`config.mk`:
```
export PLATFORM = sky130hd
export DESIGN_NAME = channel_status_regs
export DESIGN_NICKNAME = d
export VERILOG_FILES = /design/src/verilog/channel_status_regs.v /design/src/verilog/status_snapshot.v
export VERILOG_INCLUDE_DIRS = /design/src /design/src/verilog
export SDC_FILE = /design/constraint.sdc
export NUM_CORES = 1
export LEC_CHECK = 0
export BUFFER_PORTS_ARGS = -buffer_cell sky130_fd_sc_hd__buf_2
export CAP_MARGIN = 20
export CORE_MARGIN = 4
export CORE_UTILIZATION = 44
export CTS_CLUSTER_SIZE = 30
export DETAILED_ROUTE_END_ITERATION = 8
export PLACE_DENSITY = 0.8
export SYNTH_ARGS = -nofsm -noshare
export SYNTH_HDL_FRONTEND = slang
export SYNTH_SLANG_ARGS = --single-unit
```
`constraint.sdc`:
```
create_clock -name sys_clk -period 2.1 [get_ports sys_clk]
set_input_delay 0.42 -clock sys_clk [delete_from_list [all_inputs] [get_ports sys_clk]]
set_output_delay 0.42 -clock sys_clk [all_outputs]
set_load 0.03 [all_outputs]
```
`src/verilog/status_consts.vh`:
```
// Constants for the second channel status readback block: offsets, fields, strobe values.
// Assumes inclusion by bare name from the design files; holds definitions only.
`ifndef STATUS_CONSTS_VH
`define STATUS_CONSTS_VH
// Printed offsets are indices; the byte address is four times the index.
`define IDX_UPDATE 16'h0005
`define IDX_LOCK_STATUS 16'h0d40
`define IDX_LOOP_STATE 16'h0d41
`define IDX_LOOP_FLAGS 16'h0d42
`define IDX_IRQ_STATUS 16'h0d50
`define IDX_IRQ_MASK 16'h0d51
`define UPDATE_VALUE 8'h01
`define LOCK_CAL_BIT 4
`define LOCK_ANALOG_BIT 3
`define LOCK_FREQ_BIT 2
`define LOCK_PHASE_BIT 1
`define LOCK_ALL_BIT 0
`define STATE_REF_HI 4
`define STATE_REF_LO 3
`define STATE_SWITCH_BIT 2
`define STATE_HOLD_BIT 1
`define STATE_FREE_BIT 0
`define FLAG_SLEW_BIT 2
`define FLAG_CLAMP_BIT 1
`define FLAG_HIST_BIT 0
`define IRQ_WIDTH 5
`define IRQ_MASK_RESET 5'h00
`define EVENT_PREV_RESET 5'h01
`endif

```
`src/verilog/channel_status_regs.v`:
```
// Status registers of the second clock-synthesis channel, read-only except the interrupt status and mask, reached over APB.
// Assumes loop status inputs are synchronous to sys_clk and driven by the loop logic outside.
//
// Implementation choice: the APB interface to the registers.
`include "status_consts.vh"
module channel_status_regs (
   input wire sys_clk,
   input wire rst_n,
   input wire psel,
   input wire penable,
   input wire pwrite,
   input wire [17:0] paddr,
   input wire [31:0] pwdata,
   output wire pready,
   output reg [31:0] prdata,
   output wire pslverr,
   input wire sysclk_mult_locked,
   input wire second_analog_loop_cal,
   input wire second_analog_loop_locked,
   input wire second_digital_loop_freq_locked,
   input wire second_digital_loop_phase_locked,
   input wire [1:0] second_digital_loop_ref,
   input wire second_digital_loop_switching,
   input wire second_digital_loop_holdover,
   input wire second_digital_loop_free_run,
   input wire second_digital_loop_slew_limited,
   input wire second_digital_loop_freq_clamped,
   input wire second_digital_loop_history_ready,
   output wire irq
);
   wire [15:0] idx;
   wire access_phase;
   wire wr_en;
   wire rd_en;
   wire update_hit;
   wire known_addr;
   wire [7:0] lock_live;
   wire [7:0] state_live;
   wire [7:0] flags_live;
   wire [7:0] lock_held;
   wire [7:0] state_held;
   wire [7:0] flags_held;
   wire [`IRQ_WIDTH-1:0] event_vec;
   reg [`IRQ_WIDTH-1:0] event_prev_reg;
   reg [`IRQ_WIDTH-1:0] irq_status_reg;
   reg [`IRQ_WIDTH-1:0] irq_status_next;
   reg [`IRQ_WIDTH-1:0] irq_mask_reg;
   reg [31:0] rdata_next;

   assign idx = paddr[17:2];
   assign access_phase = psel & penable;
   assign pready = 1'b1;
   assign wr_en = access_phase & pwrite;
   assign rd_en = access_phase & ~pwrite;
   assign known_addr = (idx == `IDX_UPDATE) || (idx == `IDX_LOCK_STATUS) || (idx == `IDX_LOOP_STATE) ||
                       (idx == `IDX_LOOP_FLAGS) || (idx == `IDX_IRQ_STATUS) || (idx == `IDX_IRQ_MASK);
   assign pslverr = access_phase & ~known_addr;

   // Status only refreshes on an update strobe; reads otherwise return the last snapshot.
   assign update_hit = wr_en & (idx == `IDX_UPDATE) & (pwdata[7:0] == `UPDATE_VALUE);

   assign lock_live[7:5] = 3'h0;
   assign lock_live[`LOCK_CAL_BIT] = second_analog_loop_cal;
   assign lock_live[`LOCK_ANALOG_BIT] = second_analog_loop_locked;
   assign lock_live[`LOCK_FREQ_BIT] = second_digital_loop_freq_locked;
   assign lock_live[`LOCK_PHASE_BIT] = second_digital_loop_phase_locked;
   // Digital loop counts as locked when phase locked.
   assign lock_live[`LOCK_ALL_BIT] = sysclk_mult_locked & second_analog_loop_locked &
                                     second_digital_loop_phase_locked;

   assign state_live[7:5] = 3'h0;
   assign state_live[`STATE_REF_HI:`STATE_REF_LO] = second_digital_loop_ref;
   assign state_live[`STATE_SWITCH_BIT] = second_digital_loop_switching;
   assign state_live[`STATE_HOLD_BIT] = second_digital_loop_holdover;
   assign state_live[`STATE_FREE_BIT] = second_digital_loop_free_run;

   assign flags_live[7:3] = 5'h00;
   assign flags_live[`FLAG_SLEW_BIT] = second_digital_loop_slew_limited;
   assign flags_live[`FLAG_CLAMP_BIT] = second_digital_loop_freq_clamped;
   assign flags_live[`FLAG_HIST_BIT] = second_digital_loop_history_ready;

   status_snapshot #(.WIDTH(24)) snap (
      .sys_clk(sys_clk),
      .rst_n(rst_n),
      .capture(update_hit),
      .live({flags_live, state_live, lock_live}),
      .held({flags_held, state_held, lock_held})
   );

   // Interrupt events are rising edges of lock loss, holdover entry and the three loop flags.
   assign event_vec = {second_digital_loop_history_ready, second_digital_loop_freq_clamped,
                       second_digital_loop_slew_limited, second_digital_loop_holdover,
                       ~lock_live[`LOCK_ALL_BIT]};

   always @* begin
      irq_status_next = irq_status_reg;
      if (wr_en && idx == `IDX_IRQ_STATUS) begin
         irq_status_next = irq_status_next & ~pwdata[`IRQ_WIDTH-1:0];
      end
      // Set wins over a clear in the same cycle.
      irq_status_next = irq_status_next | (event_vec & ~event_prev_reg);
   end

   always @(posedge sys_clk or negedge rst_n) begin
      if (!rst_n) begin
         // Loops are unlocked out of reset, so lock loss starts armed and raises no false event.
         event_prev_reg <= `EVENT_PREV_RESET;
         irq_status_reg <= {`IRQ_WIDTH{1'b0}};
         irq_mask_reg <= `IRQ_MASK_RESET;
      end else begin
         event_prev_reg <= event_vec;
         irq_status_reg <= irq_status_next;
         if (wr_en && idx == `IDX_IRQ_MASK) begin
            irq_mask_reg <= pwdata[`IRQ_WIDTH-1:0];
         end
      end
   end

   assign irq = |(irq_status_reg & irq_mask_reg);

   // Status offsets decode only on reads, so writes there have no effect.
   always @* begin
      rdata_next = 32'h0000_0000;
      case (idx)
         `IDX_LOCK_STATUS: rdata_next = {24'h000000, lock_held};
         `IDX_LOOP_STATE: rdata_next = {24'h000000, state_held};
         `IDX_LOOP_FLAGS: rdata_next = {24'h000000, flags_held};
         `IDX_IRQ_STATUS: rdata_next = {27'h0000000, irq_status_reg};
         `IDX_IRQ_MASK: rdata_next = {27'h0000000, irq_mask_reg};
         default: rdata_next = 32'h0000_0000;
      endcase
   end

   // Read data is registered at the setup cycle so it is steady in the access phase.
   always @(posedge sys_clk or negedge rst_n) begin
      if (!rst_n) begin
         prdata <= 32'h0000_0000;
      end else if (psel && !penable && !pwrite) begin
         prdata <= rdata_next;
      end else if (rd_en) begin
         prdata <= prdata;
      end
   end
endmodule

```
`src/verilog/status_snapshot.v`:
```
// Snapshot register: captures live status bits on an update strobe.
// Assumes live inputs are synchronous to the clock.
module status_snapshot #(
   parameter WIDTH = 8
) (
   input wire sys_clk,
   input wire rst_n,
   input wire capture,
   input wire [WIDTH-1:0] live,
   output reg [WIDTH-1:0] held
);
   always @(posedge sys_clk or negedge rst_n) begin
      if (!rst_n) begin
         held <= {WIDTH{1'b0}};
      end else if (capture) begin
         held <= live;
      end
   end
endmodule

```
Word level (Yosys, flattened, before mapping). Index checks and enable logic that the tools add are counted.

Bits in registers: 60. Logic and storage cells: 41.

Equal/unequal tests: 7. Mux-type cells: 2. Bitwise gates (word level): 15. Reductions and logical operators: 12.

Operator list (number): equality test 16 x 12 -> 1 bit, second input constant (5); case mux 5 bit (5 select lines) (1); equality test 16 x 3 -> 1 bit, second input constant (1); bitwise AND 5 bit (3); inverter 5 bit (2); equality test 8 x 1 -> 1 bit, second input constant (1); bitwise AND 1 bit (7); logical OR 1 bit (5); 2-to-1 mux 5 bit (1); OR 5 bit (1); OR reduction 5 bit (1); logical AND 1 bit (4); zero test 1 bit (2); inverter 1 bit (2).

Logic depth before layout (Yosys ltp). Gate-level depths: netlist of run 1.

Depth after elaboration: 8. Mapped depth: 6. Gate-level depth less buffers: 4.

Modules after synthesis. Synthesis of run 1 repeated with hierarchy kept, for this count alone.

Cells, all modules: 204. Area total of the unflattened synthesis: 2448.6 sq um.

By module, submodules not included: channel_status_regs (instances 1, cells each 153, area an instance 1451.4 sq um); status_snapshot (instances 1, cells each 51, area an instance 997.2 sq um).

Worst setup path before layout of run 1. No wires, ideal clock.

Path type: input -> register. Start point: input port paddr[7]. End point: register snap.held[10]. Library setup time: 0.125 ns. Arrival time: 2.090 ns. Required time: 1.975 ns. Slack: -0.115 ns. Cell stages on the path: 5. Path buffers: 1. Path through: or4_4 > or2_4 > nor4_4 > buf_6 > mux2_2.

Word-level cells in the longest chain between the ends: 3.

RTL lines: start: declaration (line channel_status_regs.v:12) `input wire [17:0] paddr,`; equality test 16 x 3 -> 1 bit (no line); bitwise AND 1 bit (2 in series) (line channel_status_regs.v:60) `` assign update_hit = wr_en & (idx == `IDX_UPDATE) & (pwdata[7:0] == `UPDATE_VALUE); ``; end signal: assignment (line status_snapshot.v:14) `held <= {WIDTH{1'b0}};`; end signal: assignment (line status_snapshot.v:16) `held <= live;`; end: declaration (line status_snapshot.v:10) `output reg [WIDTH-1:0] held`.

Every way passes these cells. A chain may end at the register's enable or synchronous reset.

Final worst setup path of run 1.
Start point: input port paddr[16]. End point: output port pslverr.

Word-level cells in the longest chain between the ends: 8. Elaborated cells between the ends (all ways): 13.

RTL lines: equality test 16 x 3 -> 1 bit (no line) / equality test 16 x 12 -> 1 bit (equally long branches); logical OR 1 bit (4 in series) (line channel_status_regs.v:55) `` assign known_addr = (idx == `IDX_UPDATE) || (idx == `IDX_LOCK_STATUS) || (idx == `IDX_LOOP_STATE) || ``; logical OR 1 bit (*) (line channel_status_regs.v:55); inverter 1 bit (*) (line channel_status_regs.v:57) `assign pslverr = access_phase & ~known_addr;`; bitwise AND 1 bit (*) (line channel_status_regs.v:57); end: declaration (line channel_status_regs.v:16) `output wire pslverr,`.

Every way passes the cells marked *; elsewhere a longest branch is shown, timed or not.

==> impl_metrics.py, run 1 <==
metrics = {
    "timing": {
        "fin_ws_ns": -0.106,
        "setup_viol": 1,
        "rsz0062_at_grt": "yes",
        "max_freq_mhz": 453,
        "hold_violations": 0,
        "hold_slack_ns": 0.178,
        "slew_violations": 0,
        "clock_skew_ns": 0.00472,
        "slew_headroom_pct": 52.6,
        "final.period_utilization_pct": 105,
        "tightest_slew_ns": 0.711,
        "period_minus_slack_ns": 2.21,
    },
    "worst_setup_path": {
        "arrival_ns": 1.79,
        "end_kind": "output port",
        "critPathMaxFanout": 3,
        "crit_slowest_cell": "or4_4",
        "start_kind": "primary input",
        "crit_chain": "buf_6, or4_4, or2_4, o311ai_4, a31oi_2, buf_6",
        "timing_worst_setup_path_type": "in2out",
        "cpPeakStageDelay_ns": 0.55,
        "crit_required_ns": 1.68,
        "path_common_cell": "buf_6",
        "path_buf_inv": 2,
        "critical_path.top_delay_family": "simple AND/OR/NAND/NOR gates",
    },
    "cells_and_area": {
        "finalInstanceArea_um2": 2260,
        "finalNetCount": 306,
        "syn_to_final_growth_pct": 23.0,
        "final_cell_mix": "buf_2, dfrtp_1, conb_1, mux2_2, buf_4",
        "layout_commonest_cell": "buf_2",
        "drive_above_1_share_pct": 41.8,
        "largest_reg_flops": 13,
        "diodes": 0,
        "utilization_pct": 56.1,
        "regMostFlops": "snap.held",
    },
    "cts": {
        "cts_buffers": 5,
        "insertion_delay_ns": 0.29,
        "path_clk_slew_ns": 0.07,
        "cts_sinks": 33,
        "tritoncts": "built",
        "cts_max_level": 2,
        "ctsRootBufferMaster": "clkbuf_8",
        "clockBufferDepth": 2,
        "postCtsHoldBufs": 0,
    },
    "power_and_ir_drop": {
        "peakVddDrop_mv": 0.579,
        "powerDensity_nw_per_um2": 604,
        "leakagePower_nw": 1.13,
    },
    "logic_synthesis": {
        "ys_warn_count": 0,
        "yosys_most_used_dff": "dfrtp_1",
        "netlist_instances": 175,
        "post-synth-top-area-fraction_pct": 43.6,
        "synth-seq-cells": 33,
        "ys_seq_area_share_pct": 45.0,
        "synth_area_per_cell_um2": 10.5,
        "synth_cell_types": 35,
        "synth-edff-count": 0,
        "synthArstFlopShare_pct": 100,
        "netlist_top_cells_area": "dfrtp_1, mux2_2, buf_4",
        "synth_largest_area_cell": "dfrtp_1",
        "synth.cell_area_um2": 1840,
    },
    "placed_design": {
        "place.gp.congestion": 0.790,
        "place_ws_ns": -0.239,
        "port_buffers": 48,
        "place_area_um2": 2120,
        "hpwl_mm": 3.34,
    },
    "route": {
        "drt_drc_violations_left": 0,
        "drt_iter0_drc": 76,
        "dr_total_vias": 1498,
        "drt_wl_total_mm": 4.37,
        "post_drt_via_cell_ratio": 5.18,
        "dr.pass1.iters": 4,
        "wl_per_cell_um": 15.1,
        "ant_nets": 0,
    },
    "global_routing": {
        "grt-ovfl-total": 0,
        "antenna_found_initial": 0,
        "grt_max_degree": 34,
        "grt_first_pass_wirelength_mm": 6.90,
        "grt_use_total_pct": 17.3,
        "grt_pass1_vias": 1463,
    },
    "status": {
        "violations": "negative setup slack",
        "status": "finished with violations",
    },
    "floorplanning": {
        "die_x_um": 72.6,
        "initial_core_util_pct": 45.6,
        "dieHeight_um": 72.6,
        "rows": 23,
        "pin_count": 103,
        "core_area_um2": 4030,
        "dieArea_um2": 5270,
    },
    "job": {
        "max_cap_viol_count": 0,
    },
    "min_path": {
        "holdCritPathClass": "in2async",
    },
}
-- per-layer routing --
layer | track usage [%] | share of wire, % | vias up
met5 | 0 | 0 | -
met4 | 4.92 | 0.82 | 0
met3 | 4.82 | 9.6 | 6
met2 | 27.9 | 48 | 74
met1 | 22.8 | 42 | 721
li1 | - | - | 697
-- path summary, 6_finish.rpt --
check                                                      start                 to  slack, ns  cells after the start
worst max-delay path                                   paddr[16]            pslverr      -0.11                      6
worst min-delay path                                       rst_n       snap.held[9]       0.18                      1
worst max register to register                 irq_status_reg[0]          prdata[0]       0.99                      3
worst min register to register                 event_prev_reg[4]  irq_status_reg[4]       0.41                      1
max in group asynchronous                                  rst_n    irq_mask_reg[3]       1.47                      1
min in group sys_clk            second_digital_loop_slew_limited  event_prev_reg[2]       0.27                      1
-- metrics by stage --
stage	std cells	total power, mW	TNS (ns)
floorplan	201	0.838	0
global placement	279	0.885	-1.73
detailed placement	279	0.887	-2.39
CTS	289	1.37	-0.122
global route	289	1.42	-0.146
finish	289	1.36	-0.106
-- worst register-to-register path, delay by kind of cell (launching register included) --
kind	cells	cell delay [ns]
DFF	1	0.40
AOI/OAI and AO/OA	2	0.33
muxes	1	0.27
-- timing repair --
action | CTS | global route
pin swaps | 3 | 1
buffers inserted | 2 | 0
gates resized for setup | 4 | 2
setup endpoints to repair | 1 | 6
hold endpoints to repair | 0 | 0
gates cloned | 0 | 0
-- report_power, final --
part	switching [mW]	internal, mW
registers	0.00724	0.650
logic	0.161	0.0668
clock network	0.248	0.232
-- layout make-up --
| cell class | instances | area (um^2) |
|---|---|---|
| clock inverter | 3 | 22.5 |
| clock buffer | 5 | 68.8 |
| tap | 50 | 62.6 |
| sequential | 33 | 827 |
| timing repair buffer | 62 | 370 |
| inverter | 10 | 37.5 |
| fill | 345 | 1770 |
| multi-input combinational | 126 | 870 |
-- Yosys cell counts (all sizes together) (4+ instances only) --
| cell | count |
|---|---|
| dfrtp | 32 |
| nor2 | 6 |
| o21ai | 8 |
| o31ai | 5 |
| nand2 | 6 |
| inv | 10 |
| and3 | 5 |
| nor4 | 4 |
| nand3 | 8 |
| mux2 | 23 |
| a21oi | 5 |
| buf | 29 |
-- logic make-up (layout without fill, tap and decap cells) --
kind of cell,Yosys count,count (layout),share of synthesized area [%]
flops,33,33,45.0
simple gates,46,46,15.3
compound gates,29,29,10.5
other cells,2,28,0.409
mux,23,23,14.1
buf+inv,42,80,14.7
Note: power is estimated with default switching activity, not from simulation.
==> run 2, diff against run 1 <==
- CORE_ASPECT_RATIO: default -> 1.75
- CORE_UTILIZATION: 44 -> 25
- PLACE_DENSITY: 0.8 -> default
==> run 2 against run 1 <==
- the flow still finishes with violations (negative setup slack)
- sequential cell count is the same
- global-route usage shrank 6.5 points
- register-to-register slack is essentially flat
- wire length grew 6.5%
- clock power grew 49%
- utilization shrank 22 points
- final area grew 7.6%
- count of clock-buffer cells in the layout grew 1
==> impl_metrics.py, run 2 (synthesis results as in run 1) <==
metrics = {
    "timing": {
        "hold_slack_ns": 0.208,
        "max_freq_mhz": 457,
        "setup_viol": 1,
        "hold_violations": 0,
        "final.setup.tns_ns": -0.0892,
        "tightest_slew_ns": 0.748,
        "rsz0062_at_grt": "yes",
        "final.period_utilization_pct": 104,
        "clock_skew_ns": 0.00497,
        "fin_ws_ns": -0.0892,
        "slew_headroom_pct": 50.1,
        "slew_violations": 0,
        "period_minus_slack_ns": 2.19,
    },
    "placed_design": {
        "place.gp.congestion": 0.782,
        "port_buffers": 48,
        "place_ws_ns": -0.261,
        "hpwl_mm": 3.93,
        "place_area_um2": 2250,
        "place_inst": 326,
    },
    "cts": {
        "cts_sinks": 33,
        "insertion_delay_ns": 0.28,
        "cts_buffers": 5,
        "cts_max_level": 2,
        "clockBufferDepth": 2,
        "postCtsHoldBufs": 0,
        "ctsRootBufferMaster": "clkbuf_16",
        "tritoncts": "built",
        "path_clk_slew_ns": 0.05,
    },
    "cells_and_area": {
        "utilization_pct": 33.8,
        "drive_above_1_share_pct": 43.5,
        "diodes": 0,
        "stdcell_count": 334,
        "final_cell_mix": "buf_2, dfrtp_1, conb_1, buf_4, mux2_2",
        "largest_reg_flops": 13,
        "finalNetCount": 316,
        "layout_commonest_cell": "buf_2",
        "syn_to_final_growth_pct": 32.3,
        "finalInstanceArea_um2": 2430,
        "regMostFlops": "snap.held",
    },
    "power_and_ir_drop": {
        "powerDensity_nw_per_um2": 663,
        "power.total_mw": 1.61,
        "peakVddDrop_mv": 0.357,
        "leakagePower_nw": 1.20,
    },
    "min_path": {
        "holdCritPathClass": "in2async",
    },
    "floorplanning": {
        "die_x_um": 72.8,
        "dieArea_um2": 8840,
        "rows": 41,
        "core_area_um2": 7180,
        "initial_core_util_pct": 25.6,
        "dieHeight_um": 121,
        "pin_count": 103,
    },
    "worst_setup_path": {
        "path_common_cell": "buf_6",
        "start_kind": "primary input",
        "crit_slowest_cell": "or4_4",
        "critPathMaxFanout": 3,
        "timing.rr.end": "prdata[3]",
        "cpPeakStageDelay_ns": 0.54,
        "crit_chain": "buf_6, or4_4, or2_4, o311ai_4, a31oi_2, buf_6",
        "crit_required_ns": 1.68,
        "reg2reg_depth": 4,
        "r2r_setup_slack_ns": 1.00,
        "end_kind": "output port",
        "worst-path-stages": 6,
        "reg2reg_from": "irq_status_reg[3]",
        "arrival_ns": 1.77,
        "path_buf_inv": 2,
        "timing_worst_setup_path_type": "in2out",
        "critical_path.top_delay_family": "simple AND/OR/NAND/NOR gates",
    },
    "global_routing": {
        "grt_pass1_vias": 1565,
        "grt_first_pass_wirelength_mm": 7.18,
        "grt_use_total_pct": 10.8,
        "grt-ovfl-total": 0,
        "antenna_found_initial": 0,
        "grt_max_degree": 34,
    },
    "route": {
        "wl_per_cell_um": 13.9,
        "drt_wl_total_mm": 4.65,
        "dr.pass1.iters": 4,
        "ant_nets": 0,
        "dr_total_vias": 1511,
        "drt_drc_violations_left": 0,
        "post_drt_via_cell_ratio": 4.52,
        "drt_iter0_drc": 26,
    },
    "job": {
        "max_cap_viol_count": 0,
    },
    "status": {
        "status": "finished with violations",
        "violations": "negative setup slack",
    },
}
-- run 2: cell count changes in the layout (fill, tap and decap cells not counted), sizes merged --
| cell | change |
|---|---|
| buf | +10 |
| clkbuf | +1 |
| clkinvlp | -2 |
-- run 2: area by class of cell --
type | instances | area, um^2
Timing Repair Buffer | 72 | 445
Clock inverter | 1 | 7.51
Tap cell | 86 | 108
Fill cell | 750 | 4750
Clock buffer | 6 | 139
Inverter | 10 | 37.5
Sequential cell | 33 | 827
Multi-Input combinational cell | 126 | 866
-- run 2: routing by layer --
layer	track usage (%)	up-vias	wire, um
li1	-	713	-
met1	9.57	712	1420
met2	19.9	70	2570
met3	2.49	16	352
met4	8.55	0	313
met5	0	-	0
-- run 2: where the power goes --
| part | total (mW) | internal, mW | leakage [nW] | switching [mW] |
|---|---|---|---|---|
| Combinational | 0.238 | 0.0762 | 0.719 | 0.162 |
| Sequential | 0.656 | 0.651 | 0.416 | 0.00518 |
| Clock | 0.717 | 0.464 | 0.0690 | 0.253 |
| Total | 1.61 | 1.19 | 1.20 | 0.420 |
-- run 2: how the worst max path moves through the flow --
stage | from | end | slack [ns]
CTS | paddr[16] | pslverr | -0.12
finish | paddr[16] | pslverr | -0.09
floorplan | paddr[7] | snap.held[10] | 0.01
global route | paddr[16] | pslverr | -0.14
detailed placement | paddr[7] | irq_status_reg[0] | -0.26
global placement | paddr[7] | irq_status_reg[0] | -0.26
-- run 2: timing repair --
action,CTS,global route
endpoints found under the setup margin,1,13
resized for setup,4,1
pin swaps,3,1
setup buffers,1,0
